[config.mk]
export PLATFORM = sky130hd
export DESIGN_NAME = irq_flag_and_edge_control
export DESIGN_NICKNAME = d
export VERILOG_FILES = /design/src/pkg/irq_flag_pkg.sv /design/src/core/irq_flag_and_edge_control.sv
export VERILOG_INCLUDE_DIRS = /design/src /design/src/pkg
export SDC_FILE = /design/constraint.sdc
export NUM_CORES = 1
export LEC_CHECK = 0
export BUFFER_PORTS_ARGS = -buffer_cell sky130_fd_sc_hd__buf_2
export CORE_MARGIN = 5
export CORE_UTILIZATION = 37
export DETAILED_ROUTE_END_ITERATION = 10
export GPL_TIMING_DRIVEN = 0
export PLACE_DENSITY = 0.64
export SYNTH_ARGS = -nofsm -noshare
export SYNTH_HDL_FRONTEND = slang
export SYNTH_SLANG_ARGS = --single-unit
[constraint.sdc]
create_clock -name clk -period 1.95 [get_ports clk]
set_input_delay 0 -clock clk [delete_from_list [all_inputs] [get_ports clk]]
set_output_delay 0 -clock clk [all_outputs]
set_load 0.01 [all_outputs]
[src/pkg/irq_flag_regs.svh]
// Register offsets, field positions and reset values of the flag and edge control block
`ifndef IRQ_FLAG_REGS_SVH
`define IRQ_FLAG_REGS_SVH

`define ADDR_W 4
`define DATA_W 16
`define OFF_CONTROL_TWO 4'h0
`define OFF_FLAGS_ZERO 4'h2
`define OFF_FLAGS_ONE 4'h4
`define RESET_WORD 16'h0000
// Implemented bits of the flag registers; the control mask omits read-only bit 14
`define FLAGS_ZERO_MASK 16'h3fef
`define FLAGS_ONE_MASK 16'hfedf
`define CONTROL_TWO_MASK 16'h801f
// Field positions
`define POS_ALT_VECTOR 15
`define POS_IRQ_DISABLE_COUNTDOWN_ACTIVE_ACTIVE 14
`define NUM_EXT_IRQ 5
`define POS_F0_EXT0 0
`define POS_F1_EXT1 4
`define POS_F1_EXT2 13
// Peripheral flag positions in group zero
`define POS_F0_ADC 13
`define POS_F0_UART1_TX 12
`define POS_F0_UART1_RX 11
`define POS_F0_SPI1_EVENT 10
`define POS_F0_SPI1_FAULT 9
`define POS_F0_TIMER3 8
`define POS_F0_TIMER2 7
`define POS_F0_COMPARE2 6
`define POS_F0_CAPTURE2 5
`define POS_F0_TIMER1 3
`define POS_F0_COMPARE1 2
`define POS_F0_CAPTURE1 1
// Peripheral flag positions in group one
`define POS_F1_UART2_TX 15
`define POS_F1_UART2_RX 14
`define POS_F1_TIMER5 12
`define POS_F1_TIMER4 11
`define POS_F1_COMPARE4 10
`define POS_F1_COMPARE3 9
`define POS_F1_CAPTURE8 7
`define POS_F1_CAPTURE7 6
`define POS_F1_PIN_CHANGE 3
`define POS_F1_COMPARATOR 2
`define POS_F1_I2C1_MASTER 1
`define POS_F1_I2C1_SLAVE 0

`endif

[src/pkg/irq_flag_pkg.sv]
// Types shared by the interrupt flag and edge control block
package irq_flag_pkg;

  // Register bus request from the processor core
  typedef struct packed {
    logic [3:0] addr;
    logic [15:0] wdata;
    logic wr;
    logic rd;
  } reg_req_t;

  // One-cycle request pulses from the peripherals
  typedef struct packed {
    logic adc_done;
    logic uart_one_tx;
    logic uart_one_rx;
    logic spi_one_event;
    logic spi_one_fault;
    logic timer_one;
    logic timer_two;
    logic timer_three;
    logic timer_four;
    logic timer_five;
    logic compare_one;
    logic compare_two;
    logic compare_three;
    logic compare_four;
    logic capture_one;
    logic capture_two;
    logic capture_seven;
    logic capture_eight;
    logic uart_two_tx;
    logic uart_two_rx;
    logic pin_change;
    logic comparator;
    logic i2c_one_master;
    logic i2c_one_slave;
  } periph_req_t;

endpackage : irq_flag_pkg

[src/core/irq_flag_and_edge_control.sv]
// Interrupt flag groups zero and one with external pin edge polarity control
//
// Functional notes
// - Flags read 1 after a request, 0 when none pending; software reads and writes them.
// - Flag group zero bits 15 and 14 read zero and ignore writes.
// - Flag group zero bit 4 always reads zero.
// - ADC conversion complete sets group zero bit 13.
// - UART one transmit sets bit 12, receive sets bit 11 of group zero.
// - SPI one event sets bit 10, fault sets bit 9 of group zero.
// - Timers three, two, one set group zero bits 8, 7, 3.
// - Compare two sets group zero bit 6, compare one sets bit 2.
// - Capture two sets group zero bit 5, capture one sets bit 1.
// - External input zero sets group zero bit 0.
// - Timer five sets group one bit 12, timer four sets bit 11.
// - Control bits 0..4 pick edge per external input: 1 falling, 0 rising.
`timescale 1ns/1ps
`include "irq_flag_regs.svh"

module irq_flag_and_edge_control
  import irq_flag_pkg::*;
#(
  parameter int NUM_EXT = `NUM_EXT_IRQ
) (
  // Clock and reset
  input wire logic clk,
  input wire logic rst,
  // Register port
  input wire reg_req_t req,
  output logic [`DATA_W-1:0] rdata,
  // Peripheral request pulses
  input wire periph_req_t periph,
  // External interrupt pins, asynchronous to clk
  input wire logic [NUM_EXT-1:0] ext_pin,
  // Status from the core shown live in the control register, not stored
  input wire logic irq_disable_countdown_active,
  // Control outputs
  output logic alternate_vector_select,
  output logic [`DATA_W-1:0] flags_zero,
  output logic [`DATA_W-1:0] flags_one
);

  logic [`DATA_W-1:0] flags_zero_q;
  logic [`DATA_W-1:0] flags_one_q;
  logic [`DATA_W-1:0] set_zero;
  logic [`DATA_W-1:0] set_one;
  logic [NUM_EXT-1:0] edge_polarity_q;
  logic alt_vector_q;
  logic [NUM_EXT-1:0] sync_a_q;
  logic [NUM_EXT-1:0] sync_b_q;
  logic [NUM_EXT-1:0] sync_c_q;
  logic [NUM_EXT-1:0] ext_edge;
  logic [`DATA_W-1:0] rdata_q;
  logic wr_control;
  logic wr_zero;
  logic wr_one;
  logic rd_control;
  logic rd_zero;
  logic rd_one;
  logic [NUM_EXT-1:0] rise_edge;
  logic [NUM_EXT-1:0] fall_edge;
  logic [`DATA_W-1:0] flags_zero_d;
  logic [`DATA_W-1:0] flags_one_d;
  logic [`DATA_W-1:0] control_view;
  logic [`DATA_W-1:0] rdata_d;

  // Address decode shared by the write and read paths
  function automatic logic hit(input logic [3:0] a, input logic [3:0] off);
    return a == off;
  endfunction : hit

  // Next flag word: a write replaces the word, then requests are ORed on top,
  // so a request landing in the clearing cycle is never lost
  function automatic logic [`DATA_W-1:0] flag_next(
    input logic [`DATA_W-1:0] cur,
    input logic [`DATA_W-1:0] wdata,
    input logic wr,
    input logic [`DATA_W-1:0] set,
    input logic [`DATA_W-1:0] mask
  );
    logic [`DATA_W-1:0] base;
    base = wr ? wdata : cur;
    return (base | set) & mask;
  endfunction : flag_next

  // Write strobes per register
  assign wr_control = req.wr && hit(req.addr, `OFF_CONTROL_TWO);
  assign wr_zero = req.wr && hit(req.addr, `OFF_FLAGS_ZERO);
  assign wr_one = req.wr && hit(req.addr, `OFF_FLAGS_ONE);

  // Read strobes per register; any other place reads as zero
  assign rd_control = req.rd && hit(req.addr, `OFF_CONTROL_TWO);
  assign rd_zero = req.rd && hit(req.addr, `OFF_FLAGS_ZERO);
  assign rd_one = req.rd && hit(req.addr, `OFF_FLAGS_ONE);

  // First synchroniser stage; may go metastable, so only the second reads it
  always_ff @(posedge clk or posedge rst) begin
    if (rst) begin
      sync_a_q <= '0;
    end else begin
      sync_a_q <= ext_pin;
    end
  end

  // Second stage gives a settled pin level
  always_ff @(posedge clk or posedge rst) begin
    if (rst) begin
      sync_b_q <= '0;
    end else begin
      sync_b_q <= sync_a_q;
    end
  end

  // History stage for edge detection
  // Costs one clock of latency, but keeps the detector off the first stage
  always_ff @(posedge clk or posedge rst) begin
    if (rst) begin
      sync_c_q <= '0;
    end else begin
      sync_c_q <= sync_b_q;
    end
  end

  // Raw edges between the settled level and its history
  // Reset clears both stages, so a pin idling low gives no false edge
  assign rise_edge = sync_b_q & ~sync_c_q;
  assign fall_edge = sync_c_q & ~sync_b_q;

  // Falling edge when polarity is 1, rising when 0
  // Inputs three and four get polarity only; their flags live elsewhere
  always_comb begin
    for (int i = 0; i < NUM_EXT; i++) begin
      ext_edge[i] = edge_polarity_q[i] ? fall_edge[i] : rise_edge[i];
    end
  end

  // Set vector for flag group zero
  always_comb begin
    set_zero = '0;
    // Converter and first UART
    set_zero[`POS_F0_ADC] = periph.adc_done;
    set_zero[`POS_F0_UART1_TX] = periph.uart_one_tx;
    set_zero[`POS_F0_UART1_RX] = periph.uart_one_rx;
    // First SPI unit
    set_zero[`POS_F0_SPI1_EVENT] = periph.spi_one_event;
    set_zero[`POS_F0_SPI1_FAULT] = periph.spi_one_fault;
    // Timers
    set_zero[`POS_F0_TIMER3] = periph.timer_three;
    set_zero[`POS_F0_TIMER2] = periph.timer_two;
    set_zero[`POS_F0_TIMER1] = periph.timer_one;
    // Compare and capture channels
    set_zero[`POS_F0_COMPARE2] = periph.compare_two;
    set_zero[`POS_F0_COMPARE1] = periph.compare_one;
    set_zero[`POS_F0_CAPTURE2] = periph.capture_two;
    set_zero[`POS_F0_CAPTURE1] = periph.capture_one;
    // External input zero
    set_zero[`POS_F0_EXT0] = ext_edge[0];
  end

  // Set vector for flag group one
  always_comb begin
    set_one = '0;
    // Second UART
    set_one[`POS_F1_UART2_TX] = periph.uart_two_tx;
    set_one[`POS_F1_UART2_RX] = periph.uart_two_rx;
    // Timers
    set_one[`POS_F1_TIMER5] = periph.timer_five;
    set_one[`POS_F1_TIMER4] = periph.timer_four;
    // Compare and capture channels
    set_one[`POS_F1_COMPARE4] = periph.compare_four;
    set_one[`POS_F1_COMPARE3] = periph.compare_three;
    set_one[`POS_F1_CAPTURE8] = periph.capture_eight;
    set_one[`POS_F1_CAPTURE7] = periph.capture_seven;
    // External inputs one and two
    set_one[`POS_F1_EXT2] = ext_edge[2];
    set_one[`POS_F1_EXT1] = ext_edge[1];
    // Change notice, comparator and I2C
    set_one[`POS_F1_PIN_CHANGE] = periph.pin_change;
    set_one[`POS_F1_COMPARATOR] = periph.comparator;
    set_one[`POS_F1_I2C1_MASTER] = periph.i2c_one_master;
    set_one[`POS_F1_I2C1_SLAVE] = periph.i2c_one_slave;
  end

  // Next values of both groups; bits outside the masks never leave zero
  // Software may also set a flag by writing 1, which raises a request
  assign flags_zero_d = flag_next(flags_zero_q, req.wdata, wr_zero, set_zero,
                                  `FLAGS_ZERO_MASK);
  assign flags_one_d = flag_next(flags_one_q, req.wdata, wr_one, set_one,
                                 `FLAGS_ONE_MASK);

  // Flag group zero register
  always_ff @(posedge clk or posedge rst) begin
    if (rst) begin
      flags_zero_q <= `RESET_WORD;
    end else begin
      flags_zero_q <= flags_zero_d;
    end
  end

  // Flag group one register
  always_ff @(posedge clk or posedge rst) begin
    if (rst) begin
      flags_one_q <= `RESET_WORD;
    end else begin
      flags_one_q <= flags_one_d;
    end
  end

  // Alternate vector select, a plain software bit
  always_ff @(posedge clk or posedge rst) begin
    if (rst) begin
      alt_vector_q <= 1'b0;
    end else if (wr_control) begin
      alt_vector_q <= req.wdata[`POS_ALT_VECTOR];
    end
  end

  // Edge polarity per external input
  // Changing it while a pin moves may lose that one edge
  always_ff @(posedge clk or posedge rst) begin
    if (rst) begin
      edge_polarity_q <= '0;
    end else if (wr_control) begin
      edge_polarity_q <= req.wdata[NUM_EXT-1:0];
    end
  end

  // Control word as software sees it
  // The countdown bit is live core status and cannot be written
  always_comb begin
    control_view = `RESET_WORD;
    control_view[NUM_EXT-1:0] = edge_polarity_q;
    control_view[`POS_ALT_VECTOR] = alt_vector_q;
    control_view[`POS_IRQ_DISABLE_COUNTDOWN_ACTIVE_ACTIVE] = irq_disable_countdown_active;
  end

  // Read select; unmapped places and idle cycles give zero
  always_comb begin
    rdata_d = `RESET_WORD;
    if (rd_control) begin
      rdata_d = control_view;
    end else if (rd_zero) begin
      rdata_d = flags_zero_q;
    end else if (rd_one) begin
      rdata_d = flags_one_q;
    end
  end

  // Read data one cycle after the strobe, zero in every other cycle
  // A zero idle value lets several slaves share one OR-ed read bus
  always_ff @(posedge clk or posedge rst) begin
    if (rst) begin
      rdata_q <= `RESET_WORD;
    end else begin
      rdata_q <= rdata_d;
    end
  end

  // Outputs straight from flip-flops
  assign rdata = rdata_q;
  assign alternate_vector_select = alt_vector_q;
  assign flags_zero = flags_zero_q;
  assign flags_one = flags_one_q;

endmodule : irq_flag_and_edge_control

Word level (Yosys, flattened, before mapping)
Index checks and enable logic that the tools add are counted.
{"block": "op_classes", "bitwise_logic": 6, "muxes": 8, "eq_ne": 2, "reduce_logical": 7}
{"op": "16-bit two-way mux", "n": 4}
{"op": "16-bit bitwise OR", "n": 1}
{"op": "14-bit two-way mux", "n": 1}
{"op": "14-bit bitwise OR", "n": 1}
{"op": "3-bit bitwise AND", "n": 2}
{"op": "1-bit logical AND", "n": 6}
{"op": "3-bit NOT", "n": 2}
{"op": "4-bit by 2-bit == test with 1-bit output (second input constant)", "n": 1}
{"op": "4-bit by 3-bit == test with 1-bit output (second input constant)", "n": 1}
{"op": "4-bit zero test", "n": 1}
{"op": "1-bit two-way mux", "n": 3}
{"block": "word_totals", "inputBits": 54, "ff_bits": 58, "word_cells": 31, "out_inout_bits": 49}

Logic depth before layout (Yosys ltp)
{"block": "depth", "ltp_word": 5, "depth_mapped": 5}

Worst setup path before layout
No wires, ideal clock.
{"block": "synth_timing", "path_kind": "input -> register", "startpoint": "input port req[21] in the netlist's numbering", "endpoint": "register alt_vector_q (netlist: alternate_vector_select)", "setup_ns": 0.125, "required_time_ns": 1.825, "arrival_ns": 0.998, "path_stages": 4, "slack_ns": 0.827, "path_buffers": 1, "path_cell_list": "nor4b_4 > nor2b_1 > buf_2 > mux2_2"}
{"block": "synth_between", "elab_chain_cells": 2}
{"element": "from (decl)", "line_no": "irq_flag_and_edge_control.sv:28", "rtl": "input wire reg_req_t req,"}
{"element": "4-bit zero test", "line_no": "irq_flag_and_edge_control.sv:68", "rtl": "return a == off;"}
{"element": "1-bit logical AND", "line_no": "irq_flag_and_edge_control.sv:86", "rtl": "assign wr_control = req.wr && hit(req.addr, `OFF_CONTROL_TWO);"}
{"element": "to (signal assigned)", "line_no": "irq_flag_and_edge_control.sv:213", "rtl": "alt_vector_q <= req.wdata[`POS_ALT_VECTOR];"}
{"element": "to (decl)", "line_no": "irq_flag_and_edge_control.sv:47", "rtl": "logic alt_vector_q;"}
No other way between the ends.
A chain may end at the register's enable or synchronous reset.

Worst setup path after layout
{"block": "layout_timing", "startpoint": "input port req[19] in the netlist's numbering", "endpoint": "register flags_zero_q[8] (netlist: flags_zero[8])"}
{"block": "layout_between", "elab_chain_cells": 4}
{"element": "4-bit by 2-bit == test with 1-bit output", "line_no": "irq_flag_and_edge_control.sv:68"}
{"element": "1-bit logical AND", "line_no": "irq_flag_and_edge_control.sv:87", "rtl": "assign wr_zero = req.wr && hit(req.addr, `OFF_FLAGS_ZERO);"}
{"element": "14-bit two-way mux", "line_no": "irq_flag_and_edge_control.sv:81", "rtl": "base = wr ? wdata : cur;"}
{"element": "14-bit bitwise OR", "line_no": "irq_flag_and_edge_control.sv:82", "rtl": "return (base | set) & mask;"}
{"element": "net flags_zero_d[8]", "line_no": "irq_flag_and_edge_control.sv:61", "rtl": "logic [`DATA_W-1:0] flags_zero_d;"}
{"element": "to (signal assigned)", "line_no": "irq_flag_and_edge_control.sv:193", "rtl": "flags_zero_q <= `RESET_WORD;"}
{"element": "to (signal assigned)", "line_no": "irq_flag_and_edge_control.sv:195", "rtl": "flags_zero_q <= flags_zero_d;"}
{"element": "to (decl)", "line_no": "irq_flag_and_edge_control.sv:42", "rtl": "logic [`DATA_W-1:0] flags_zero_q;"}
The timed path passes the listed nets, and every way through them passes these cells.

==> results by group <==
Floorplan
  – Core area: 6350 um^2
  – Die Height: 91.0 um
  – Initial Util: 0.382
  – Ports: 103
  – Die area: 8270 um^2
  – Die width: 91.0 um
  – Num rows: 29

Global route
  – Routing usage on met1: 0.227
  – Total gr overflow: 0
  – Most Crowded Layer GR: met2
  – First-pass GRT wire length: 11600 um
  – Vias in the first global route: 2233
  – GRT Overall Usage: 0.178
  – Routing usage on met3: 0.0529
  – GR Util met2: 0.282
  – Initial antenna violation count: 0
  – Largest net degree at the start of global routing: 32

Placement
  – Placed insts: 371
  – Routability Congestion: 0.809
  – Area of placed instances: 3030 um^2
  – Post-DP HPWL: 4920 um
  – DP Worst Slack: 524 ps
  – Port Buffer Count: 95

Finish
  – Commonest non-fill, non-tap cell in the layout: buf_2
  – Final core occ: 0.571
  – Nets@finish: 398
  – Layout cells sized above 1: 0.402
  – Inserted Diodes: 0
  – Final instance area: 3630 um^2
  – Non-Filler Instances: 425
  – Synth-to-layout area growth: 49.5%
  – FILL cells: 543
  – Most frequent cells in the layout: 96 x buf_2, 58 x dfrtp_1, 39 x dlygate4sd3_1, 26 x and3_1, 24 x a211o_1

Timing
  – Worst slew pin tran: 671 ps
  – Post-route setup slack: 326 ps
  – Max Clock Skew: 8.32 ps
  – Fmax: 0.616 GHz
  – Worst rel slew slack: 0.552
  – RSZ-0062 raised after global routing: false
  – Final Setup Violations: 0
  – Hold_ws: 15.6 ps
  – Final TNS setup: 0 ps
  – Slew Viols, Final: 0
  – Tcrit/Tclk final: 0.833
  – Minimum clock period: 1620 ps
  – Final hold vios: 0

Pwr
  – Pwr/cell area: 776 nW/um^2
  – VDD IR max: 0.462 mV
  – Leakage power: 1.74 nW
  – Pwr Total: 2.81 mW

Status
  – Outcome: finished, final reports clean

Yosys
  – Post-synthesis sequential area ratio: 0.599
  – Syn Area/Cell: 12.5 um^2
  – Synth warn: 0
  – Post-synth EDFFs: 0
  – Cell area after synthesis: 2420 um^2
  – Main synth FF type: dfrtp_1
  – Flops & latches, synth: 58
  – Asr flop ratio synth: 1.00
  – Netlist cell types: 27
  – Mapped Cells: 194

Hold path
  – Hold_sp: req[13]
  – HP Class: input pin to flip-flop
  – Hold worst-path end: flags_zero[11]
  – Worst Hold Path Cells: 3

Setup path
  – Worst EP required: 2210 ps
  – Worst reg2reg endpoint: flags_zero[8]
  – Critical path peak fanout: 10
  – Largest stage delay, worst path: 560 ps
  – Worst r2r src: flags_zero[8]
  – Critical path class: input pin to flip-flop
  – Reg2Reg Depth: 2
  – Worst R2R Setup Slack: 610 ps
  – Crit-path slowest cell: dlygate4sd3_1
  – CP Capture Type: flip-flop
  – Worst Path Arrival: 1890 ps
  – Sequence of cells on the critical path: buf_2, buf_6, nor4b_4, clkbuf_1, and3_1, a211o_1, dlygate4sd3_1
  – CP Launch Type: input pin

Detailed routing
  – DRT antenna net count: 0
  – Residual DRC: 0
  – Vias/cell: 4.86
  – Routed WL per cell: 16.6 um
  – First-pass DRT Iterations: 4
  – Total number of vias: 2066
  – Total wire length: 7040 um
  – Iteration-0 DRC Markers: 59

Clocking
  – CTS tree: built
  – H-tree depth: 3
  – Cts bufs inserted: 9
  – Clock root buffer: clkbuf_8
  – CTS max path bufs: 2
  – Post-cts sizing count: 0
  – Clock-pin slew on the worst setup and hold paths: 70 ps
  – Clock sink count: 58
  – Clock Latency Late Sink: 330 ps

Job
  – Number of max-cap violations: 0
==> worst max-delay path by stage <==
stage | slack, ps | end | startpoint
final | 330 | flags_zero[8] | req[19]
after global placement | -230 | flags_one[7] | rst
after detailed placement | 520 | alternate_vector_select | req[21]
after floorplan | 520 | alternate_vector_select | rst
after global routing | 220 | flags_zero[8] | req[19]
after CTS | 350 | flags_zero[8] | req[19]
==> cell families (layout without fill, tap and decap cells) <==
group | count (synthesis) | in the layout | share of synthesized area
flops | 58 | 58 | 0.599
buf+inv | 18 | 168 | 0.0454
compound gates | 41 | 41 | 0.137
other cells | 1 | 5 | 0.00155
simple gates | 63 | 63 | 0.161
mux | 13 | 13 | 0.0568
==> cell usage after synthesis, types with 2 or more instances <==
master | instances | area share
nand2b_1 | 3 | 0.0077
and3_2 | 3 | 0.0093
nor3_1 | 3 | 0.0062
dfrtp_1 | 58 | 0.60
nand2_1 | 8 | 0.012
and3_1 | 26 | 0.067
nor2b_1 | 2 | 0.0052
mux2i_1 | 7 | 0.029
a211o_2 | 3 | 0.012
a21oi_1 | 4 | 0.0083
a211o_1 | 24 | 0.087
mux2_2 | 6 | 0.028
nor2_1 | 8 | 0.012
nand2_2 | 2 | 0.0052
or2_2 | 4 | 0.010
clkbuf_1 | 7 | 0.011
a22oi_1 | 7 | 0.022
buf_4 | 5 | 0.015
nor4b_4 | 2 | 0.020
buf_6 | 3 | 0.014
o22ai_1 | 3 | 0.0077
==> worst max-delay path, delay by kind of cell <==
family          cells  cell delay, ps
buf+inv             4            1220
simple gates        2             560
compound gates      1             100
==> flip-flops by register name, summed over array words and instances (netlist names) <==
name / flops
sync_b_q: 3
flags_one: 14
sync_c_q: 3
edge_polarity_q: 5
sync_a_q: 3
alternate_vector_select: 1
flags_zero: 13
rdata: 16
==> power by group <==
part / internal (mW) / leakage, nW / switching, mW
Combinational: 0.197 / 0.997 / 0.164
Clock: 0.686 / 0.106 / 0.458
Sequential: 1.27 / 0.641 / 0.0430
Total: 2.15 / 1.74 / 0.665
==> layout make-up <==
cell class,count,area (um^2),area share
sequential,58,1450,0.400
timing repair buffer,135,886,0.244
multi-input combinational,122,878,0.242
clock buffer,13,169,0.0466
buffer,17,106,0.0293
tap,77,96.3,0.0266
clock inverter,2,35.0,0.00966
inverter,1,3.75,0.00104
==> repair_timing <==
action / 4_1_cts / 5_1_grt
buffers inserted: 0 / 0
hold buffers: 39 / 0
endpoints found under the hold margin: 64 / 0
==> per-layer routing <==
layer	share of wire	vias to the layer above
li1	-	996
met1	0.42	990
met2	0.49	65
met3	0.060	15
met4	0.025	0
met5	0	-
(Power assumes the default switching activity.)
